`src/hdl/pressure_readout_defines.vh`:
```
// Constants for the pressure sensor serial readout block.
`ifndef PRESSURE_READOUT_DEFINES_VH
`define PRESSURE_READOUT_DEFINES_VH

// ==========================================================================
// Register map (byte addresses)
`define REG_COEF_SENSITIVITY 8'h00
`define REG_COEF_OFFSET 8'h04
`define REG_COEF_SENS_TEMPCO 8'h08
`define REG_COEF_OFFSET_TEMPCO 8'h0C
`define REG_COEF_REF_TEMPERATURE 8'h10
`define REG_COEF_TEMP_SLOPE 8'h14
`define REG_RAW_PRESSURE 8'h18
`define REG_RAW_TEMPERATURE 8'h1C
`define REG_CONTROL 8'h20
`define REG_STATUS 8'h24
`define REG_CALIB_WORD_ONE 8'h28
`define REG_CALIB_WORD_TWO 8'h2C
`define REG_CALIB_WORD_THREE 8'h30
`define REG_CALIB_WORD_FOUR 8'h34

// ==========================================================================
// Field positions and reset values
`define CTRL_LOCK_BIT 0
`define STAT_BUSY_BIT 0
`define STAT_STATE_LSB 4
`define STAT_LOCK_BIT 8
`define RESULT_RESET 16'h0000

// ==========================================================================
// Serial framing
`define START_BITS 3'h7
`define STOP_BITS 3'h0
`define SEL_CONV_PRESSURE 4'hA
`define SEL_CONV_TEMPERATURE 4'h9
`define SEL_CALIB_ONE 4'h5
`define SEL_CALIB_TWO 4'h6
`define SEL_CALIB_THREE 4'h3
`define SEL_CALIB_FOUR 4'hC
`define RESYNC_PATTERN 21'h155540
`define ACK_EXTRA_CLOCKS 2'h2
`define READOUT_CLOCKS 5'h11

// ==========================================================================
// Timing
`define REF_CLK_PERIOD_NS 5
`define CONV_TIME_MS 35

`endif

```
`src/hdl/pressure_sensor_serial_readout.v`:
```
// Serial command decoder, conversion sequencer and result shifter of the sensor.
`timescale 1ns/1ps
`default_nettype none
`include "pressure_readout_defines.vh"
module pressure_sensor_serial_readout #(
  parameter CONV_CYCLES = `CONV_TIME_MS * 1000000 / `REF_CLK_PERIOD_NS
) (
  input wire i_ref_clk,
  input wire i_rst_b,
  input wire i_ce,
  input wire i_sclk,
  input wire i_din,
  output reg o_dout,
  input wire [7:0] i_addr,
  input wire [31:0] i_wdata,
  input wire i_wr,
  input wire i_rd,
  output reg [31:0] o_rdata
);

  // ========================================================================
  // States and local widths
  localparam [2:0] ST_IDLE = 3'h0;
  localparam [2:0] ST_CONV = 3'h1;
  localparam [2:0] ST_EOC = 3'h2;
  localparam [2:0] ST_SHIFT = 3'h3;
  localparam CNT_W = 24;

  reg [2:0] state;
  reg sclk_s1;
  reg sclk_s2;
  reg sclk_s3;
  reg din_s1;
  reg din_s2;
  reg [20:0] resync_hist;
  reg [9:0] cmd_hist;
  reg [1:0] ack_cnt;
  reg [CNT_W-1:0] conv_cnt;
  reg conv_is_temp;
  reg [15:0] shreg;
  reg [4:0] bit_cnt;
  reg [12:0] coef_sensitivity;
  reg [12:0] coef_offset;
  reg [9:0] coef_sens_tempco;
  reg [8:0] coef_offset_tempco;
  reg [11:0] coef_ref_temperature;
  reg [6:0] coef_temp_slope;
  reg [15:0] raw_pressure_result;
  reg [15:0] raw_temperature_result;
  reg otp_locked;

  wire sclk_rise;
  wire [20:0] next_resync_hist;
  wire [9:0] next_cmd_hist;
  wire [3:0] sel;
  wire cmd_framed;
  wire conv_done;
  wire [15:0] calib_word_one;
  wire [15:0] calib_word_two;
  wire [15:0] calib_word_three;
  wire [15:0] calib_word_four;

  // ========================================================================
  // Word packing
  function [15:0] pack_word;
    input [1:0] idx;
    begin
      case (idx)
        2'h0: pack_word = {coef_sensitivity, coef_offset[12:10]};
        2'h1: pack_word = {coef_offset[9:0], coef_ref_temperature[11:6]};
        2'h2: pack_word = {coef_sens_tempco, coef_ref_temperature[5:0]};
        default: pack_word = {coef_offset_tempco, coef_temp_slope};
      endcase
    end
  endfunction

  assign calib_word_one = pack_word(2'h0);
  assign calib_word_two = pack_word(2'h1);
  assign calib_word_three = pack_word(2'h2);
  assign calib_word_four = pack_word(2'h3);

  // ========================================================================
  // Pin synchronisers
  // The third shift clock stage exists only for edge detection, so the
  // first stage feeds nothing but the second.
  always @(posedge i_ref_clk or negedge i_rst_b) begin
    if (!i_rst_b) begin
      sclk_s1 <= 1'b0;
      sclk_s2 <= 1'b0;
      sclk_s3 <= 1'b0;
      din_s1 <= 1'b0;
      din_s2 <= 1'b0;
    end else if (i_ce) begin
      sclk_s1 <= i_sclk;
      sclk_s2 <= sclk_s1;
      sclk_s3 <= sclk_s2;
      din_s1 <= i_din;
      din_s2 <= din_s1;
    end
  end

  assign sclk_rise = sclk_s2 & ~sclk_s3;
  assign next_resync_hist = {resync_hist[19:0], din_s2};
  assign next_cmd_hist = {cmd_hist[8:0], din_s2};
  assign sel = next_cmd_hist[6:3];
  assign cmd_framed = (next_cmd_hist[9:7] == `START_BITS) &&
                      (next_cmd_hist[2:0] == `STOP_BITS);
  assign conv_done = (conv_cnt == CONV_CYCLES[CNT_W-1:0]);

  // ========================================================================
  // Protocol engine
  always @(posedge i_ref_clk or negedge i_rst_b) begin
    if (!i_rst_b) begin
      state <= ST_IDLE;
      resync_hist <= 21'h000000;
      cmd_hist <= 10'h000;
      ack_cnt <= 2'h0;
      conv_cnt <= {CNT_W{1'b0}};
      conv_is_temp <= 1'b0;
      shreg <= `RESULT_RESET;
      bit_cnt <= 5'h00;
      o_dout <= 1'b0;
    end else if (i_ce) begin
      if (sclk_rise) begin
        resync_hist <= next_resync_hist;
      end
      // The resync pattern is watched in every state; the output may have
      // moved while it was arriving, which the host must tolerate.
      if (sclk_rise && next_resync_hist == `RESYNC_PATTERN) begin
        state <= ST_IDLE;
        cmd_hist <= 10'h000;
        ack_cnt <= 2'h0;
        conv_cnt <= {CNT_W{1'b0}};
        bit_cnt <= 5'h00;
        o_dout <= 1'b0;
      end else begin
        case (state)
          ST_IDLE: begin
            if (sclk_rise) begin
              cmd_hist <= next_cmd_hist;
              if (cmd_framed) begin
                cmd_hist <= 10'h000;
                bit_cnt <= 5'h00;
                if (sel == `SEL_CONV_PRESSURE || sel == `SEL_CONV_TEMPERATURE) begin
                  conv_is_temp <= (sel == `SEL_CONV_TEMPERATURE);
                  conv_cnt <= {CNT_W{1'b0}};
                  ack_cnt <= 2'h0;
                  o_dout <= 1'b1;
                  state <= ST_CONV;
                end else if (sel == `SEL_CALIB_ONE) begin
                  shreg <= calib_word_one;
                  state <= ST_SHIFT;
                end else if (sel == `SEL_CALIB_TWO) begin
                  shreg <= calib_word_two;
                  state <= ST_SHIFT;
                end else if (sel == `SEL_CALIB_THREE) begin
                  shreg <= calib_word_three;
                  state <= ST_SHIFT;
                end else if (sel == `SEL_CALIB_FOUR) begin
                  shreg <= calib_word_four;
                  state <= ST_SHIFT;
                end
              end
            end
          end
          ST_CONV: begin
            // Only one conversion can run: commands are decoded in idle only.
            if (!conv_done) begin
              conv_cnt <= conv_cnt + 1'b1;
            end
            if (sclk_rise && ack_cnt != `ACK_EXTRA_CLOCKS) begin
              ack_cnt <= ack_cnt + 1'b1;
            end
            if (conv_done && ack_cnt == `ACK_EXTRA_CLOCKS) begin
              o_dout <= 1'b0;
              shreg <= conv_is_temp ? raw_temperature_result : raw_pressure_result;
              bit_cnt <= 5'h00;
              state <= ST_SHIFT;
            end
          end
          ST_SHIFT: begin
            // Nothing moves without an edge, so a held clock pauses readout.
            if (sclk_rise) begin
              bit_cnt <= bit_cnt + 1'b1;
              if (bit_cnt == `READOUT_CLOCKS - 5'h01) begin
                o_dout <= 1'b0;
                state <= ST_IDLE;
              end else begin
                o_dout <= shreg[15];
                shreg <= {shreg[14:0], 1'b0};
              end
            end
          end
          default: begin
            state <= ST_IDLE;
            o_dout <= 1'b0;
          end
        endcase
      end
    end
  end

  // ========================================================================
  // Register file
  // The coefficient store behaves as one-time memory: once locked, writes
  // to it are dropped until the next reset.
  always @(posedge i_ref_clk or negedge i_rst_b) begin
    if (!i_rst_b) begin
      coef_sensitivity <= 13'h0000;
      coef_offset <= 13'h0000;
      coef_sens_tempco <= 10'h000;
      coef_offset_tempco <= 9'h000;
      coef_ref_temperature <= 12'h000;
      coef_temp_slope <= 7'h00;
      raw_pressure_result <= `RESULT_RESET;
      raw_temperature_result <= `RESULT_RESET;
      otp_locked <= 1'b0;
    end else if (i_ce && i_wr) begin
      if (i_addr == `REG_COEF_SENSITIVITY && !otp_locked) begin
        coef_sensitivity <= i_wdata[12:0];
      end else if (i_addr == `REG_COEF_OFFSET && !otp_locked) begin
        coef_offset <= i_wdata[12:0];
      end else if (i_addr == `REG_COEF_SENS_TEMPCO && !otp_locked) begin
        coef_sens_tempco <= i_wdata[9:0];
      end else if (i_addr == `REG_COEF_OFFSET_TEMPCO && !otp_locked) begin
        coef_offset_tempco <= i_wdata[8:0];
      end else if (i_addr == `REG_COEF_REF_TEMPERATURE && !otp_locked) begin
        coef_ref_temperature <= i_wdata[11:0];
      end else if (i_addr == `REG_COEF_TEMP_SLOPE && !otp_locked) begin
        coef_temp_slope <= i_wdata[6:0];
      end else if (i_addr == `REG_RAW_PRESSURE) begin
        raw_pressure_result <= i_wdata[15:0];
      end else if (i_addr == `REG_RAW_TEMPERATURE) begin
        raw_temperature_result <= i_wdata[15:0];
      end else if (i_addr == `REG_CONTROL) begin
        otp_locked <= otp_locked | i_wdata[`CTRL_LOCK_BIT];
      end
    end
  end

  always @(posedge i_ref_clk or negedge i_rst_b) begin
    if (!i_rst_b) begin
      o_rdata <= 32'h00000000;
    end else if (i_ce) begin
      o_rdata <= 32'h00000000;
      if (i_rd) begin
        if (i_addr == `REG_COEF_SENSITIVITY) begin
          o_rdata <= {19'h00000, coef_sensitivity};
        end else if (i_addr == `REG_COEF_OFFSET) begin
          o_rdata <= {19'h00000, coef_offset};
        end else if (i_addr == `REG_COEF_SENS_TEMPCO) begin
          o_rdata <= {22'h000000, coef_sens_tempco};
        end else if (i_addr == `REG_COEF_OFFSET_TEMPCO) begin
          o_rdata <= {23'h000000, coef_offset_tempco};
        end else if (i_addr == `REG_COEF_REF_TEMPERATURE) begin
          o_rdata <= {20'h00000, coef_ref_temperature};
        end else if (i_addr == `REG_COEF_TEMP_SLOPE) begin
          o_rdata <= {25'h0000000, coef_temp_slope};
        end else if (i_addr == `REG_RAW_PRESSURE) begin
          o_rdata <= {16'h0000, raw_pressure_result};
        end else if (i_addr == `REG_RAW_TEMPERATURE) begin
          o_rdata <= {16'h0000, raw_temperature_result};
        end else if (i_addr == `REG_CONTROL) begin
          o_rdata <= {31'h00000000, otp_locked};
        end else if (i_addr == `REG_STATUS) begin
          o_rdata <= {23'h000000, otp_locked, 1'b0, state, 3'h0, (state == ST_CONV)};
        end else if (i_addr == `REG_CALIB_WORD_ONE) begin
          o_rdata <= {16'h0000, calib_word_one};
        end else if (i_addr == `REG_CALIB_WORD_TWO) begin
          o_rdata <= {16'h0000, calib_word_two};
        end else if (i_addr == `REG_CALIB_WORD_THREE) begin
          o_rdata <= {16'h0000, calib_word_three};
        end else if (i_addr == `REG_CALIB_WORD_FOUR) begin
          o_rdata <= {16'h0000, calib_word_four};
        end
      end
    end
  end

endmodule
`default_nettype wire

```
`config.mk`:
```
export PLATFORM = sky130hd
export DESIGN_NAME = pressure_sensor_serial_readout
export DESIGN_NICKNAME = d
export VERILOG_FILES = /design/src/hdl/pressure_sensor_serial_readout.v
export VERILOG_INCLUDE_DIRS = /design/src /design/src/hdl
export SDC_FILE = /design/constraint.sdc
export NUM_CORES = 1
export LEC_CHECK = 0
export ABC_AREA = 1
export ABC_CLOCK_PERIOD_IN_PS = 1850
export BUFFER_PORTS_ARGS = -buffer_cell sky130_fd_sc_hd__buf_2
export CAP_MARGIN = 20
export CORE_ASPECT_RATIO = 0.7
export CORE_MARGIN = 5
export CORE_UTILIZATION = 35
export CTS_CLUSTER_DIAMETER = 80
export DETAILED_ROUTE_END_ITERATION = 10
export HOLD_SLACK_MARGIN = 0.05
export SKIP_CTS_REPAIR_TIMING = 1
export SLEW_MARGIN = 25
export SYNTH_ARGS = -nofsm -noshare
export SYNTH_HDL_FRONTEND = slang
export SYNTH_SLANG_ARGS = --single-unit
export TNS_END_PERCENT = 1
```
`constraint.sdc`:
```
create_clock -name i_ref_clk -period 1.85 [get_ports i_ref_clk]
set_clock_uncertainty 0.1 [all_clocks]
set_input_delay 0.185 -clock i_ref_clk [delete_from_list [all_inputs] [get_ports i_ref_clk]]
set_output_delay 0.185 -clock i_ref_clk [all_outputs]
set_load 0.02 [all_outputs]
```
**After elaboration in Yosys (flattened, before gate mapping)**

Cells that the tools add are included.

- Reduce and logical (&&, ||, !) cells: 39
- Add/subtract/negate cells: 3
- Multipliers: 0
- Equality and inequality tests: 43
- Bitwise operators: 12
- Divide/modulo/power cells: 0
- Order comparisons: 0
- Shifts and indexed selects: 0
- Muxes and demuxes: 69

Operators by type and width:

| cell | count |
|---|---|
| 2-to-1 mux 16 bit | 26 |
| 2-to-1 mux 24 bit | 5 |
| == test 8 x 6 -> 1 bit, second input constant | 6 |
| one-hot mux 16 bit (3 select lines) | 1 |
| one-hot mux 24 bit (2 select lines) | 1 |
| 2-to-1 mux 9 bit | 4 |
| AND reduction 6 bit | 6 |
| 2-to-1 mux 3 bit | 11 |
| == test 8 x 5 -> 1 bit, second input constant | 4 |
| 2-to-1 mux 5 bit | 5 |
| adder 24 x 1 -> 24 bit, second input constant | 1 |
| == test 24 x 23 -> 1 bit, second input constant | 1 |
| inequality test 3 bit, second input constant | 8 |
| == test 21 bit, second input constant | 1 |
| AND reduction 10 bit | 2 |
| == test 8 x 4 -> 1 bit, second input constant | 2 |
| one-hot mux 5 bit (3 select lines) | 1 |
| inequality test 2 bit, second input constant | 7 |
| AND reduction 7 bit | 2 |
| == test 4 bit, second input constant | 3 |
| logical AND 1 bit | 11 |
| 2-to-1 mux 2 bit | 5 |
| NOT 1 bit | 10 |
| one-hot mux 3 bit (3 select lines) | 1 |
| other kinds (30) | 42 |

- Bits in writable memories: 0
- Bits in registers: 215
- Latch bits: 0
- Memory bits (read-only): 0
- Output and inout port bits: 33
- Memories: 0

**Depth between registers and ports, before layout**

- Depth in word-level cells: 16
- Depth in mapped cells: 15
- Gate-level depth less buffers: 14

**Worst setup path before layout**

No wires, ideal clock.

- Path kind: reg2reg
- From: register state[0]
- To: register shreg[3]
- Slack: -74 ps
- Cell stages (with the launch flop): 13
- Data arrival time: 1700 ps
- Path buffers: 2
- Cell sequence: dfrtp_1 > ha_1 > buf_2 > inv_1 > nor2_1 > a21oi_1 > nor2_1 > o2111ai_1 > nor2_4 > nand2_4 > buf_6 > nand2_1 > o21ai_1

- Cells in the longest elaborated chain, start to end: 3
- Elaborated cells on any way between the ends: 13

Ends and longest elaborated chain:

| what | RTL line | RTL |
|---|---|---|
| start, declared | pressure_sensor_serial_readout.v:29 | `reg [2:0] state;` |
| start signal, assigned | pressure_sensor_serial_readout.v:114 | `state <= ST_IDLE;` |
| start signal, assigned | pressure_sensor_serial_readout.v:130 | `state <= ST_IDLE;` |
| start signal, assigned | pressure_sensor_serial_readout.v:149 | `state <= ST_CONV;` |
| zero test 3 bit (tied with other cells) | pressure_sensor_serial_readout.v:137 | `case (state)` |
| inequality test 5 bit (no line) (tied with other cells) | -- |  |
| AND reduction 10 bit (no line) | -- |  |
| end signal, assigned | pressure_sensor_serial_readout.v:151 | `shreg <= calib_word_one;` |
| end signal, assigned | pressure_sensor_serial_readout.v:154 | `shreg <= calib_word_two;` |
| end signal, assigned | pressure_sensor_serial_readout.v:157 | `shreg <= calib_word_three;` |
| end, declared | pressure_sensor_serial_readout.v:40 | `reg [15:0] shreg;` |

Parallel ways exist; a longest one is shown, timed or not.
A chain may end at the register's enable or synchronous reset.

**Final worst setup path**

- From: register din_s2
- To: register conv_cnt[11]

- Cells in the longest elaborated chain, start to end: 4
- Elaborated cells on any way between the ends: 11

Ends and longest elaborated chain:

| what | RTL line | RTL |
|---|---|---|
| start, declared | pressure_sensor_serial_readout.v:34 | `reg din_s2;` |
| start signal, assigned | pressure_sensor_serial_readout.v:98 | `din_s2 <= din_s1;` |
| == test 21 bit (no line) or zero test 3 bit (tied branches) | -- |  |
| logical AND 1 bit, on equally long branches | -- |  |
| inequality test 3 bit (no line) or nonzero test 3 bit (tied branches) | -- |  |
| AND reduction 6 bit (no line) | -- |  |
| end signal, assigned | pressure_sensor_serial_readout.v:118 | `conv_cnt <= {CNT_W{1'b0}};` |
| end signal, assigned | pressure_sensor_serial_readout.v:133 | `conv_cnt <= {CNT_W{1'b0}};` |
| end signal, assigned | pressure_sensor_serial_readout.v:146 | `conv_cnt <= {CNT_W{1'b0}};` |
| end, declared | pressure_sensor_serial_readout.v:38 | `reg [CNT_W-1:0] conv_cnt;` |

Parallel ways exist; a longest one is shown, timed or not.

==> qor.txt <==
Status = complete, but fails checks
Failing checks = negative setup slack
First-pass iteration count of the detailed router = 6
TritonCTS clock tree = built
Total grt overflow = 0
First-pass GRT wire length = 62430 µm
Final core utilization = 44.85%
Class of the worst hold path = in2reg
Tot GR Track Use = 22.09%
Hold depth = 3
Flop2flop setup slack = -0.24 ns
Dpl hpwl = 30500 µm
Die width = 226.1 µm
Relative slew margins = 63.91%
Via Count = 11380
Ys flop type = dfrtp_1
TritonCTS buffer count = 17
H-tree depth = 4
Ys async rst share = 100.0%
Min cycle time layout = 2.091 ns
Worst-case reg-to-reg path depth = 9
Layout cells sized above 1 = 22.65%
Pwr dens = 919.2 nW/µm²
Flop pwr share = 37.8%
CTS Buffer Depth = 2
Most frequent cells in the layout = 426 x nand2_1, 198 x dfrtp_1, 196 x buf_4
Row Count = 55
Setup CP Type = reg2reg
Final setup margin = -0.2410 ns
Syn. warnings = 0
Combinational Power Share = 34.1%
Sequential cell area fraction in the yosys report = 43.29%
RSZ-0062 raised after global routing = true
Commonest non-fill, non-tap cell in the layout = nand2_1
Final hold vios = 0
End of the worst register-to-register path = conv_cnt[11]$_DFFE_PN0P_
Max Cap Viol = 0
Area of the multi-input gates = 5682 µm²
Seq cells post-synth = 198
Peak VDD IR = 0.7015 mV
Fin area = 14480 µm²
Worst hold start = i_wdata[8]
CP endpoint kind = flip-flop
Leak Pwr = 6.979 nW
# IOs = 80
Number of synthesized flops with an enable pin = 0
Distinct cells, synth = 54
Fin Setup TNS = -8.661 ns
Global placer's final weighted congestion = 1.017
Fmax = 0.4782 GHz
Final nets = 1790
Syn Area/Cell = 7.579 µm²
WL final = 40460 µm
Critical Path Start Type = flip-flop
Placed cell areas = 13720 µm²
CP Max Fanout = 25
Final cycle utilization of the critical path = 113.0%
Slew Viols, Final = 0
Net switching power = 4.745 mW
Initial Util = 35.46%
Final ANT Viol Nets = 0
R2r startpoint = din_s2$_DFFE_PN0P_
# fillers = 3264
Die Ht = 161.3 µm
Ant diodes = 0
Residual DRC = 0
Area grow syn2layout = 26.48%
Clk pwr share = 28.1%
Slew of the pin with the lowest slew margin = 0.5357 ns
Initial antenna violation count = 0
Required time of the worst setup path = 2.14 ns
Mapped Area = 11440 µm²
Clock-pin slew on the worst setup and hold paths = 0.08 ns
Routed len/inst = 18.60 µm
Core area = 32270 µm²
CP arrival = 2.38 ns
Final setup vio count = 50
Die area = 36470 µm²
Flip-flop and latch area = 4955 µm²
Largest net degree at the start of global routing = 53
Post-Syn Instances = 1510
Sw frac = 35.66%
CTS root buf = clkbuf_16
Hold EP = raw_temperature_result[8]$_DFFE_PN0P_
DR iter-0 viols = 1445
Buffers added on ports = 47
Worst-Skew Late Latency = 0.46 ns
Internal power = 8.560 mW
Via-to-Cell Ratio = 5.234
Total power = 13.31 mW
Vias in the first global route = 10590
Clock sink count = 198
-- how the worst max path moves through the flow --
| stage | from | end | slack (ns) | depth (start not counted) |
|---|---|---|---|---|
| floorplan | state[0]$_DFFE_PN0P_ | shreg[3]$_DFFE_PN0P_ | -0.02 | 12 |
| global placement | conv_cnt[2]$_DFFE_PN0P_ | shreg[6]$_DFFE_PN0P_ | -0.28 | 11 |
| detailed placement | conv_cnt[2]$_DFFE_PN0P_ | shreg[6]$_DFFE_PN0P_ | -0.27 | 11 |
| CTS | resync_hist[12]$_DFFE_PN0P_ | bit_cnt[0]$_DFFE_PN0P_ | -0.32 | 10 |
| global route | resync_hist[16]$_DFFE_PN0P_ | conv_cnt[23]$_DFFE_PN0P_ | -0.39 | 11 |
| finish | din_s2$_DFFE_PN0P_ | conv_cnt[11]$_DFFE_PN0P_ | -0.24 | 9 |
-- per-layer routing --
layer	part of all wire [%]	global-route usage, %
met5	0.16	1.344
met4	1.1	4.017
met3	13	7.922
met2	37	28.03
met1	49	35.37
-- final cells by class --
| type | instances | area share, % |
|---|---|---|
| Sequential cell | 198 | 34.23 |
| Clock inverter | 15 | 0.9595 |
| Timing Repair Buffer | 272 | 15.31 |
| Multi-Input combinational cell | 1109 | 39.25 |
| Inverter | 137 | 3.622 |
| Tap cell | 427 | 3.691 |
| Clock buffer | 17 | 2.939 |
-- worst max-delay path: stages (launching register included) --
cell,delay [ns]
dfrtp_1,0.38
buf_4,0.14
nor4_4,0.34
inv_1,0.11
o211ai_1,0.33
nand2_2,0.16
nor2_8,0.14
buf_12,0.17
nand2_1,0.06
o21ai_1,0.08
-- synth_stat cells (4+ instances only) --
cell / number / area, µm²
nand2_1: 430 / 1614
dfrtp_1: 198 / 4955
o21ai_0: 175 / 875.8
inv_1: 123 / 461.7
nor2_1: 107 / 401.6
nand3_1: 73 / 365.4
o21ai_1: 39 / 195.2
clkbuf_1: 35 / 131.4
nor3_1: 34 / 170.2
a21oi_1: 30 / 150.1
nand4_1: 29 / 181.4
o21ai_2: 26 / 227.7
xor2_1: 19 / 166.4
buf_4: 18 / 135.1
buf_2: 15 / 75.07
o211ai_1: 13 / 97.59
buf_6: 11 / 123.9
inv_2: 11 / 41.29
a22oi_1: 10 / 75.07
o2111ai_1: 9 / 78.83
o21a_1: 9 / 67.56
a211oi_1: 8 / 60.06
ha_1: 8 / 100.1
nor4_1: 8 / 50.05
mux2i_1: 6 / 60.06
nand2_2: 6 / 37.54
or2_2: 6 / 37.54
o221ai_1: 5 / 43.79
o22ai_1: 5 / 31.28
nand3b_1: 4 / 30.03
nor2_2: 4 / 25.02
nor2_4: 4 / 45.04
-- registers in the layout, summed over array words and instances (netlist names), 10 cells and up --
| name | count |
|---|---|
| o_rdata | 16 |
| raw_pressure_result | 16 |
| resync_hist | 20 |
| shreg | 16 |
| conv_cnt | 24 |
| coef_sensitivity | 13 |
| raw_temperature_result | 16 |
| coef_ref_temperature | 12 |
| coef_sens_tempco | 10 |
| coef_offset | 13 |
-- metrics by stage --
stage	setup WS [ns]	std cells	hold WS (ns)
floorplan	-0.01743	1525	-0.2106
global placement	-0.2755	2133	0.09120
detailed placement	-0.2715	2133	0.09261
CTS	-0.3215	2165	-0.3947
global route	-0.3912	2175	0.05497
finish	-0.2410	2175	0.03335
-- cell families (layout without fill, tap and decap cells) --
group / Yosys count / after routing / synth area share, %
DFF: 198 / 198 / 43.29
AOI/OAI and AO/OA: 338 / 338 / 17.37
xor gates and xnor gates: 19 / 19 / 1.454
muxes: 6 / 6 / 0.5248
and+or+nand+nor: 721 / 722 / 27.66
buffers and inverters: 219 / 441 / 8.790
other: 1 / 16 / 0.03277
adders and majority gates: 8 / 8 / 0.8746
-- power groups by stage --
stage / registers (mW) / clock network (mW) / logic [mW]
after detailed placement: 5.11 / 0 / 4.37
after global routing: 5.09 / 3.98 / 5.01
after CTS: 5.03 / 3.79 / 4.39
after global placement: 5.10 / 0 / 4.31
final: 5.03 / 3.73 / 4.54
after floorplan: 5.12 / 0 / 2.20
(Power assumes the default switching activity.)
